### config.mk
export PLATFORM = sky130hd
export DESIGN_NAME = video_luma_adjust_window1
export DESIGN_NICKNAME = d
export VERILOG_FILES = /design/src/rtl/luma_adjust_pkg.sv /design/src/rtl/stage_if.sv /design/src/rtl/sharpen_stage.sv /design/src/rtl/gain_stage.sv /design/src/rtl/video_luma_adjust_window1.sv
export VERILOG_INCLUDE_DIRS = /design/src /design/src/rtl
export SDC_FILE = /design/constraint.sdc
export NUM_CORES = 1
export LEC_CHECK = 0
export ABC_AREA = 1
export BUFFER_PORTS_ARGS = -buffer_cell sky130_fd_sc_hd__buf_2
export CAP_MARGIN = 20
export CORE_MARGIN = 10
export CORE_UTILIZATION = 52
export DETAILED_ROUTE_END_ITERATION = 16
export GPL_TIMING_DRIVEN = 0
export PLACE_DENSITY = 0.7
export SLEW_MARGIN = 20
export SYNTH_ARGS = -nofsm -noshare
export SYNTH_HDL_FRONTEND = slang
export SYNTH_HIERARCHICAL = 1
export SYNTH_SLANG_ARGS = --single-unit
export TNS_END_PERCENT = 5
### constraint.sdc
create_clock -name clock -period 10.2 [get_ports clock]
set_clock_uncertainty 0.2 [all_clocks]
set_input_delay 2.04 -clock clock [delete_from_list [all_inputs] [get_ports clock]]
set_output_delay 2.04 -clock clock [all_outputs]
set_load 0.05 [all_outputs]
### src/rtl/luma_adjust_consts.svh
/*
  Register indices, field positions, reset values and fixed levels of the
  first-window luma adjustment stage.
  Assumes every includer wants plain `define constants.
*/
`ifndef LUMA_ADJUST_CONSTS_SVH
`define LUMA_ADJUST_CONSTS_SVH

// Register indices; the byte address is four times the index
`define IDX_SHARPEN_CORE 10'h126
`define IDX_LUMA_OFFSET 10'h127
`define IDX_LUMA_GAIN 10'h128
`define IDX_WIN_STATUS 10'h129

// Reset values
`define RST_SHARPEN_CORE 12'h000
`define RST_LUMA_OFFSET 12'h000
`define RST_LUMA_GAIN 12'h020

// Settings used outside the window: everything passes unchanged
`define NEUTRAL_SHARPEN 12'h0E0
`define NEUTRAL_GAIN 12'h640

// Fields of sharpen_core_select
`define F_CORE 1:0
`define F_PEAK 4:2
`define F_LP_SKIP 5
`define F_SKEW_SKIP 6
`define F_SKEW_VACT_SKIP 7
`define F_CHROMA_SWAP 8

// Fields of luma_offset_level and luma_gain_control
`define F_OFFSET 7:0
`define F_GAIN_LEVEL 5:0
`define F_DEPTH 7:6
`define F_BLACK_SEL 8
`define F_OFFSET_SKIP 9
`define F_GAIN_SKIP 10

// Fixed levels
`define BLACK_LEVEL_HI 9'h020
`define BLACK_LEVEL_LO 9'h010
`define OFFSET_BIAS 18'h0007F

`endif

### src/rtl/luma_adjust_pkg.sv
/*
  Types of the first-window luma adjustment stage: depth reduction modes
  and the state records of its three modules.
  Assumes nothing of its surroundings.
*/
package luma_adjust_pkg;
  typedef enum logic [1:0] {
    DEPTH_ROUND = 2'b00,
    DEPTH_TRUNC = 2'b01,
    DEPTH_ACC1 = 2'b10,
    DEPTH_ACC2 = 2'b11
  } depth_mode_t;

  // Tap layout: [18] window, [17] first of pair, [16] vact, [15:8] c, [7:0] y
  typedef struct packed {
    logic ack;
    logic [31:0] dat;
    logic [11:0] sh_sharpen;
    logic [11:0] sh_offset;
    logic [11:0] sh_gain;
    logic [11:0] ap_sharpen;
    logic [11:0] ap_offset;
    logic [11:0] ap_gain;
    logic phase;
    logic [18:0] t0;
    logic [18:0] t1;
    logic [18:0] t2;
    logic sv;
    logic [18:0] s1;
    logic [18:0] s1p;
    logic ovalid;
    logic [7:0] oy;
    logic [7:0] oc;
    logic ovact;
  } main_state_t;

  typedef struct packed {
    logic [17:0] a;
    logic [17:0] b;
    logic [17:0] c;
    logic ov;
    logic [17:0] od;
  } sharpen_state_t;

  typedef struct packed {
    logic [1:0] acc;
    logic ov;
    logic [17:0] od;
  } gain_state_t;
endpackage

### src/rtl/stage_if.sv
/*
  Sample stream between the stages: a valid pulse with one sample word.
  Assumes the word is {window, vact, c, y} and valid lasts one cycle.
*/
`timescale 1ns/1ps
`default_nettype none
interface stage_if #(parameter int W = 18) ();
  logic valid;
  logic [W-1:0] data;
  modport src (output valid, output data);
  modport dst (input valid, input data);
endinterface
`default_nettype wire

### src/rtl/sharpen_stage.sv
/*
  Peaking with coring on a three-sample horizontal window of luma.
  Assumes samples arrive as valid pulses and carry their window flag.
*/
`timescale 1ns/1ps
`default_nettype none
`include "luma_adjust_consts.svh"
module sharpen_stage (
  // Clock and reset
  input wire logic clock,
  input wire logic rst_n,
  // Settings
  input wire logic [11:0] cfg,
  // Stream
  stage_if.dst in_s,
  stage_if.src out_s
);
  luma_adjust_pkg::sharpen_state_t st, next_st;
  logic [11:0] eff;
  logic signed [10:0] hp;
  logic [10:0] neg;
  logic [9:0] mag;
  logic [2:0] amt;
  logic [9:0] cm;
  logic signed [10:0] cored;
  logic signed [14:0] prod;
  logic signed [11:0] sum;
  logic [7:0] sat;

  assign eff = st.b[17] ? cfg : `NEUTRAL_SHARPEN;
  assign hp = $signed({2'b00, st.b[7:0], 1'b0}) - $signed({3'b000, st.a[7:0]})
    - $signed({3'b000, st.c[7:0]});
  assign neg = -hp;
  assign mag = hp[10] ? neg[9:0] : hp[9:0];
  always_comb begin
    case (eff[`F_CORE])
      2'h0: amt = 3'h0;
      2'h1: amt = 3'h1;
      2'h2: amt = 3'h2;
      default: amt = 3'h4;
    endcase
  end
  // Detail is kept in half-LSB units so half an LSB can be cored away
  assign cm = (mag > {7'h00, amt}) ? mag - {7'h00, amt} : 10'h000;
  assign cored = hp[10] ? -$signed({1'b0, cm}) : $signed({1'b0, cm});
  assign prod = $signed({{4{cored[10]}}, cored}) * $signed({12'h000, eff[`F_PEAK]});
  assign sum = $signed({4'h0, st.b[7:0]}) + $signed({prod[14], prod[14:4]});
  assign sat = sum[11] ? 8'h00 : ((sum[10:8] != 3'h0) ? 8'hFF : sum[7:0]);

  always_comb begin
    next_st = st;
    next_st.ov = in_s.valid;
    if (in_s.valid) begin
      next_st.a = in_s.data;
      next_st.b = st.a;
      next_st.c = st.b;
      next_st.od = {st.b[17:8], sat};
    end
  end

  always_ff @(posedge clock) begin
    if (!rst_n) begin
      st <= '0;
    end else begin
      st <= next_st;
    end
  end

  assign out_s.valid = st.ov;
  assign out_s.data = st.od;
endmodule // sharpen_stage
`default_nettype wire

### src/rtl/gain_stage.sv
/*
  Contrast gain, brightness offset and reduction to 8 bits of luma.
  Assumes samples arrive as valid pulses and carry their window flag.
*/
`timescale 1ns/1ps
`default_nettype none
`include "luma_adjust_consts.svh"
module gain_stage (
  // Clock and reset
  input wire logic clock,
  input wire logic rst_n,
  // Settings
  input wire logic [11:0] offset_cfg,
  input wire logic [11:0] gain_cfg,
  // Stream
  stage_if.dst in_s,
  stage_if.src out_s
);
  luma_adjust_pkg::gain_state_t st, next_st;
  logic [11:0] g;
  logic [8:0] blk;
  logic signed [17:0] v, m, off, r, r9, r10, s, q;
  logic [1:0] nacc;
  logic [7:0] sat;

  assign g = in_s.data[17] ? gain_cfg : `NEUTRAL_GAIN;
  assign blk = g[`F_BLACK_SEL] ? `BLACK_LEVEL_LO : `BLACK_LEVEL_HI;
  // Black level out, gain, black level back, offset, then width cut
  assign v = $signed({10'h000, in_s.data[7:0]}) - $signed({9'h000, blk});
  assign m = g[`F_GAIN_SKIP] ? (v <<< 5) : v * $signed({12'h000, g[`F_GAIN_LEVEL]});
  assign off = g[`F_OFFSET_SKIP] ? 18'h00000
    : ($signed({10'h000, offset_cfg[`F_OFFSET]}) - $signed(`OFFSET_BIAS)) <<< 5;
  assign r = m + ($signed({9'h000, blk}) <<< 5) + off;
  assign r10 = r >>> 3;
  assign r9 = r >>> 4;

  always_comb begin
    s = 18'h00000;
    nacc = st.acc;
    case (luma_adjust_pkg::depth_mode_t'(g[`F_DEPTH]))
      // Signed constant keeps the shift arithmetic, so dark results clip to zero
      luma_adjust_pkg::DEPTH_ROUND: q = (r9 + 18'sh00001) >>> 1;
      luma_adjust_pkg::DEPTH_TRUNC: q = r9 >>> 1;
      luma_adjust_pkg::DEPTH_ACC1: begin
        s = r9 + {17'h00000, st.acc[0]};
        q = s >>> 1;
        nacc = {1'b0, s[0]};
      end
      default: begin
        s = r10 + {16'h0000, st.acc};
        q = s >>> 2;
        nacc = s[1:0];
      end
    endcase
  end
  assign sat = q[17] ? 8'h00 : ((q[16:8] != 9'h000) ? 8'hFF : q[7:0]);

  always_comb begin
    next_st = st;
    next_st.ov = in_s.valid;
    if (in_s.valid) begin
      next_st.acc = nacc;
      next_st.od = {in_s.data[17:8], sat};
    end
  end

  always_ff @(posedge clock) begin
    if (!rst_n) begin
      st <= '0;
    end else begin
      st <= next_st;
    end
  end

  assign out_s.valid = st.ov;
  assign out_s.data = st.od;
endmodule // gain_stage
`default_nettype wire

### src/rtl/video_luma_adjust_window1.sv
/*
  First-window luma and chroma adjustment: lowpass, skew filter, chroma
  order, peaking with coring, contrast, brightness and width reduction,
  with its three settings words on a classic Wishbone slave.
  Assumes one clock, a pixel stream of valid pulses with y and
  multiplexed Cb/Cr, and a window flag from the window logic upstream.
*/
`timescale 1ns/1ps
`default_nettype none
`include "luma_adjust_consts.svh"
module video_luma_adjust_window1 (
  // Clock and reset
  input wire logic clock,
  input wire logic rst_n,
  // Wishbone slave
  input wire logic wb_cyc_i,
  input wire logic wb_stb_i,
  input wire logic wb_we_i,
  input wire logic [11:0] wb_adr_i,
  input wire logic [3:0] wb_sel_i,
  input wire logic [31:0] wb_dat_i,
  output logic [31:0] wb_dat_o,
  output logic wb_ack_o,
  // Pixel stream in
  input wire logic pix_valid,
  input wire logic [7:0] pix_y,
  input wire logic [7:0] pix_c,
  input wire logic pix_vact,
  input wire logic win1_active,
  // Pixel stream out
  output logic out_valid,
  output logic [7:0] out_y,
  output logic [7:0] out_c,
  output logic out_vact
);
  luma_adjust_pkg::main_state_t st, next_st;
  stage_if #(.W(18)) sh_in ();
  stage_if #(.W(18)) sh_out ();
  stage_if #(.W(18)) g_out ();

  logic bus_req;
  logic bus_wr;
  logic [9:0] idx;
  logic pending;
  logic [11:0] tc;
  logic [11:0] kc;
  logic [9:0] lp_sum;
  logic [7:0] lp;
  logic [7:0] c_sel;
  logic [8:0] sk_sum;
  logic [7:0] sk_y;
  logic sk_vact;

  // Reserved upper bits are stored as written; software keeps them zero
  function automatic logic [11:0] merge12(input logic [11:0] old, input logic [31:0] d,
      input logic [3:0] sel);
    logic [11:0] res;
    res = old;
    if (sel[0]) begin
      res[7:0] = d[7:0];
    end
    if (sel[1]) begin
      res[11:8] = d[11:8];
    end
    return res;
  endfunction

  assign bus_req = wb_cyc_i && wb_stb_i;
  // Writes land at the edge where the master sees ack, never earlier
  assign bus_wr = bus_req && st.ack && wb_we_i;
  assign idx = wb_adr_i[11:2];
  assign pending = (st.sh_sharpen != st.ap_sharpen) || (st.sh_offset != st.ap_offset)
    || (st.sh_gain != st.ap_gain);

  // Settings of the sample at the lowpass tap and at the skew tap
  assign tc = st.t1[18] ? st.ap_sharpen : `NEUTRAL_SHARPEN;
  assign kc = st.s1[18] ? st.ap_sharpen : `NEUTRAL_SHARPEN;

  // Lowpass 1-2-1 with rounding
  assign lp_sum = {2'b00, st.t0[7:0]} + {1'b0, st.t1[7:0], 1'b0} + {2'b00, st.t2[7:0]}
    + 10'h002;
  assign lp = tc[`F_LP_SKIP] ? st.t1[7:0] : lp_sum[9:2];

  // The partner of a first sample is the newer tap, of a second the older
  assign c_sel = !tc[`F_CHROMA_SWAP] ? st.t1[15:8]
    : (st.t1[17] ? st.t0[15:8] : st.t2[15:8]);

  // Skew filter: half-sample interpolation between neighbours
  assign sk_sum = {1'b0, st.s1[7:0]} + {1'b0, st.s1p[7:0]} + 9'h001;
  assign sk_y = kc[`F_SKEW_SKIP] ? st.s1[7:0] : sk_sum[8:1];
  // Vact is held back one sample to match the interpolation delay
  assign sk_vact = kc[`F_SKEW_VACT_SKIP] ? st.s1[16] : st.s1p[16];

  assign sh_in.valid = st.sv;
  assign sh_in.data = {st.s1[18], sk_vact, st.s1[15:8], sk_y};

  always_comb begin
    next_st = st;
    next_st.ack = bus_req && !st.ack;
    if (bus_req && !st.ack) begin
      if (idx == `IDX_SHARPEN_CORE) begin
        next_st.dat = {20'h00000, st.sh_sharpen};
      end else if (idx == `IDX_LUMA_OFFSET) begin
        next_st.dat = {20'h00000, st.sh_offset};
      end else if (idx == `IDX_LUMA_GAIN) begin
        next_st.dat = {20'h00000, st.sh_gain};
      end else if (idx == `IDX_WIN_STATUS) begin
        next_st.dat = {30'h00000000, pending, win1_active};
      end else begin
        next_st.dat = 32'h00000000;
      end
    end
    if (bus_wr) begin
      if (idx == `IDX_SHARPEN_CORE) begin
        next_st.sh_sharpen = merge12(st.sh_sharpen, wb_dat_i, wb_sel_i);
      end else if (idx == `IDX_LUMA_OFFSET) begin
        next_st.sh_offset = merge12(st.sh_offset, wb_dat_i, wb_sel_i);
      end else if (idx == `IDX_LUMA_GAIN) begin
        next_st.sh_gain = merge12(st.sh_gain, wb_dat_i, wb_sel_i);
      end
    end
    // Settings change only between windows; window samples still in the pipeline when it closes take the new set
    if (!win1_active) begin
      next_st.ap_sharpen = st.sh_sharpen;
      next_st.ap_offset = st.sh_offset;
      next_st.ap_gain = st.sh_gain;
    end
    next_st.sv = pix_valid;
    if (pix_valid) begin
      next_st.t0 = {win1_active, st.phase, pix_vact, pix_c, pix_y};
      next_st.t1 = st.t0;
      next_st.t2 = st.t1;
      // The chroma pairing restarts with every active line
      next_st.phase = pix_vact ? !st.phase : 1'b1;
      next_st.s1 = {st.t1[18:16], c_sel, lp};
      next_st.s1p = st.s1;
    end
    next_st.ovalid = g_out.valid;
    if (g_out.valid) begin
      next_st.oy = g_out.data[7:0];
      next_st.oc = g_out.data[15:8];
      next_st.ovact = g_out.data[16];
    end
  end

  always_ff @(posedge clock) begin
    if (!rst_n) begin
      st <= '0;
      st.phase <= 1'b1;
      st.sh_sharpen <= `RST_SHARPEN_CORE;
      st.sh_offset <= `RST_LUMA_OFFSET;
      st.sh_gain <= `RST_LUMA_GAIN;
      st.ap_sharpen <= `RST_SHARPEN_CORE;
      st.ap_offset <= `RST_LUMA_OFFSET;
      st.ap_gain <= `RST_LUMA_GAIN;
    end else begin
      st <= next_st;
    end
  end

  sharpen_stage u_sharpen (
    .clock(clock),
    .rst_n(rst_n),
    .cfg(st.ap_sharpen),
    .in_s(sh_in.dst),
    .out_s(sh_out.src)
  );

  gain_stage u_gain (
    .clock(clock),
    .rst_n(rst_n),
    .offset_cfg(st.ap_offset),
    .gain_cfg(st.ap_gain),
    .in_s(sh_out.dst),
    .out_s(g_out.src)
  );

  assign wb_dat_o = st.dat;
  assign wb_ack_o = st.ack;
  assign out_valid = st.ovalid;
  assign out_y = st.oy;
  assign out_c = st.oc;
  assign out_vact = st.ovact;
endmodule // video_luma_adjust_window1
`default_nettype wire

==> results.cfg <==
[power]
p_sw_frac = 0.384
power.sequential.fraction = 0.330
power_frac_comb = 0.381
power_frac_clock = 0.289
net-switching-power_mw = 1.33
irDropWorstVdd_mv = 0.123
internal_power_mw = 2.14
leakagePower_nw = 10.5
power_density_nw_per_um2 = 160
total_power_draw_mw = 3.47

[sta]
max_freq_mhz = 108
tns_ns = 0
final_min_period_over_clock_period = 0.907
fin_worst_hold_slack_ns = 0.254
timing.max_slew.rel_slack = 0.453
setup_viol_count_final = 0
actual_slew_at_the_worst_max_slew_pin_ns = 0.821
period_minus_slack_ns = 9.25
report.final.slew_viol_count = 0
final_hold_viol_count = 0

[clocking]
tritoncts_clock_tree = done
clock_path_buffers = 3
worst_skew_late_latency_ns = 0.57
cts_max_level = 1
post_cts.repair.setup_buffers = 0
numCtsBuffers = 28
worst_setup_hold_path_clk_slew_ns = 0.06
cts.sink_count = 269
clockRootBuffer = clkbuf_16

[floorplanning]
num_io_pins = 123
design.die.area_um2 = 46200
die_h_um = 215
floorplan.die.width_um = 215
initial_utilization = 0.525
placeableCoreArea_um2 = 37600
core.rowCount = 71

[global_route]
grt_pass1_wl_mm = 87.0
grt_max_degree = 15
grt_pass1_vias = 17653
antenna_found_initial = 0
overflow = 0
global_routing_usage_summed_across_all_routing_layers = 0.220

[setup_path]
required_ns = 10.42
worstRegToRegCells = 58
critPathSlowestCell = fa_1
cp-start-kind = register
path_common_cell = nand2_1
worst_setup_ep_type = register
worst-setup-path-type = register to register
cp_top_family = adder cells
cp_max_fo = 10
worst-path-stages = 58
critPathMaxStageDelay_ns = 0.49
worstPathBufferInverterCount = 11
cp_data_arrival_time_ns = 9.48

[yosys]
ys_warnings = 6
syn_inst = 2813
syn_area_um2 = 19700
synth_area_per_cell_um2 = 7.02

[route]
drt_iter0_markers = 1362
finalWirelength_mm = 52.2
detail_route.wl_per_cell_um = 15.1
drt_pass1_iterations = 6
vias = 18312
drt-vias-per-instance = 5.28
drc = 0
antenna_violating_nets_remaining = 0

[place]
numPortBuffers = 78
weighted_congestion_reported_at_the_end_of_routability_driven_placement = 0.923
detailedPlacementHpwl_mm = 41.6

[min_path]
min_path_type = register to register
hold_path_depth = 1

[cells_and_area]
flow.area_growth_from_synthesis_pct = 10.2
final.fill_count = 3604
post_route_cells_drive_above_1_share = 0.122
insertedDiodeCount = 0
post_layout_nets = 3204
multiInputGateArea_um2 = 12000
mostFrequentLayoutCell = nand2_1
seqCellArea_um2 = 5390
layout.cells.most_common_list = 467 x nand2_1, 383 x nor2_1, 349 x inv_1, 268 x dfxtp_1, 244 x o21ai_0
core_utilization_of_the_finished_layout = 0.579

[job]
drv.max_cap_violation_count = 0

[outcome]
run_status = completed
==> area by class of cell <==
class | instances | area share
clock buffers | 40 | 0.0375
well taps | 511 | 0.0294
repair buffers | 78 | 0.0179
clock inverters | 8 | 0.00374
multi-input cells | 2016 | 0.553
flip-flops and latches | 269 | 0.248
inverters | 376 | 0.0652
plain buffers | 171 | 0.0461
==> power by group through the flow <==
stage | Combinational, mW | Sequential [mW] | Clock [mW]
global placement | 1.28 | 1.17 | 0
floorplan | 1.06 | 1.15 | 0
CTS | 1.32 | 1.14 | 1.01
finish | 1.32 | 1.15 | 1.00
global route | 1.50 | 1.15 | 1.06
detailed placement | 1.31 | 1.17 | 0
==> routing by layer <==
layer,vias up,GRT usage,wire [um]
li1,9248,-,-
met1,8530,0.285,23400
met2,446,0.382,25000
met3,88,0.0275,2650
met4,0,0.0541,1160
met5,-,0,0
==> worst reg2reg max path: cells and delay by family, from the launching register on <==
family / cells / cell delay [ns]
adder cells (fa/ha/maj): 8 / 2.71
flip-flops: 1 / 0.30
AND/OR/NAND/NOR: 26 / 2.67
XOR/XNOR: 4 / 0.73
buffers and inverters: 11 / 0.96
AO/OA/AOI/OAI: 9 / 1.57
==> through the flow <==
step | instance area [um2] | setup slack, ns | cells
2_1_floorplan | 19800 | 1.90 | 2832
3_3_place_gp | 20800 | 0.975 | 3421
3_5_place_dp | 20800 | 0.759 | 3421
4_1_cts | 21700 | 0.711 | 3469
5_1_grt | 21800 | -0.00261 | 3469
6_report | 21800 | 0.949 | 3469
==> flip-flops by register name (all words and copies together) (netlist names), 8 cells and up <==
| register | flops |
|---|---|
| out_y | 8 |
| wb_dat_o | 12 |
| sh_in.data | 9 |
| u_gain/out_s.data | 17 |
| out_c | 8 |
| u_sharpen/st | 44 |
| u_sharpen/out_s.data | 18 |
| st | 145 |
==> final timing paths <==
kind,start,endpoint,slack [ns]
worst min register to register,st[112],st[112],0.25
worst min-delay path,st[112],st[112],0.25
worst max-delay path,u_sharpen/st[57],u_sharpen/out_s.data[2],0.95
worst max register to register,u_sharpen/st[57],u_sharpen/out_s.data[2],0.95
==> what timing repair did <==
action,CTS,global route
endpoints found under the setup margin,0,8
gates resized for setup,0,4
endpoints found under the hold margin,0,0
hold buffers,0,0
No activity file was read; power rests on OpenSTA's default activity.
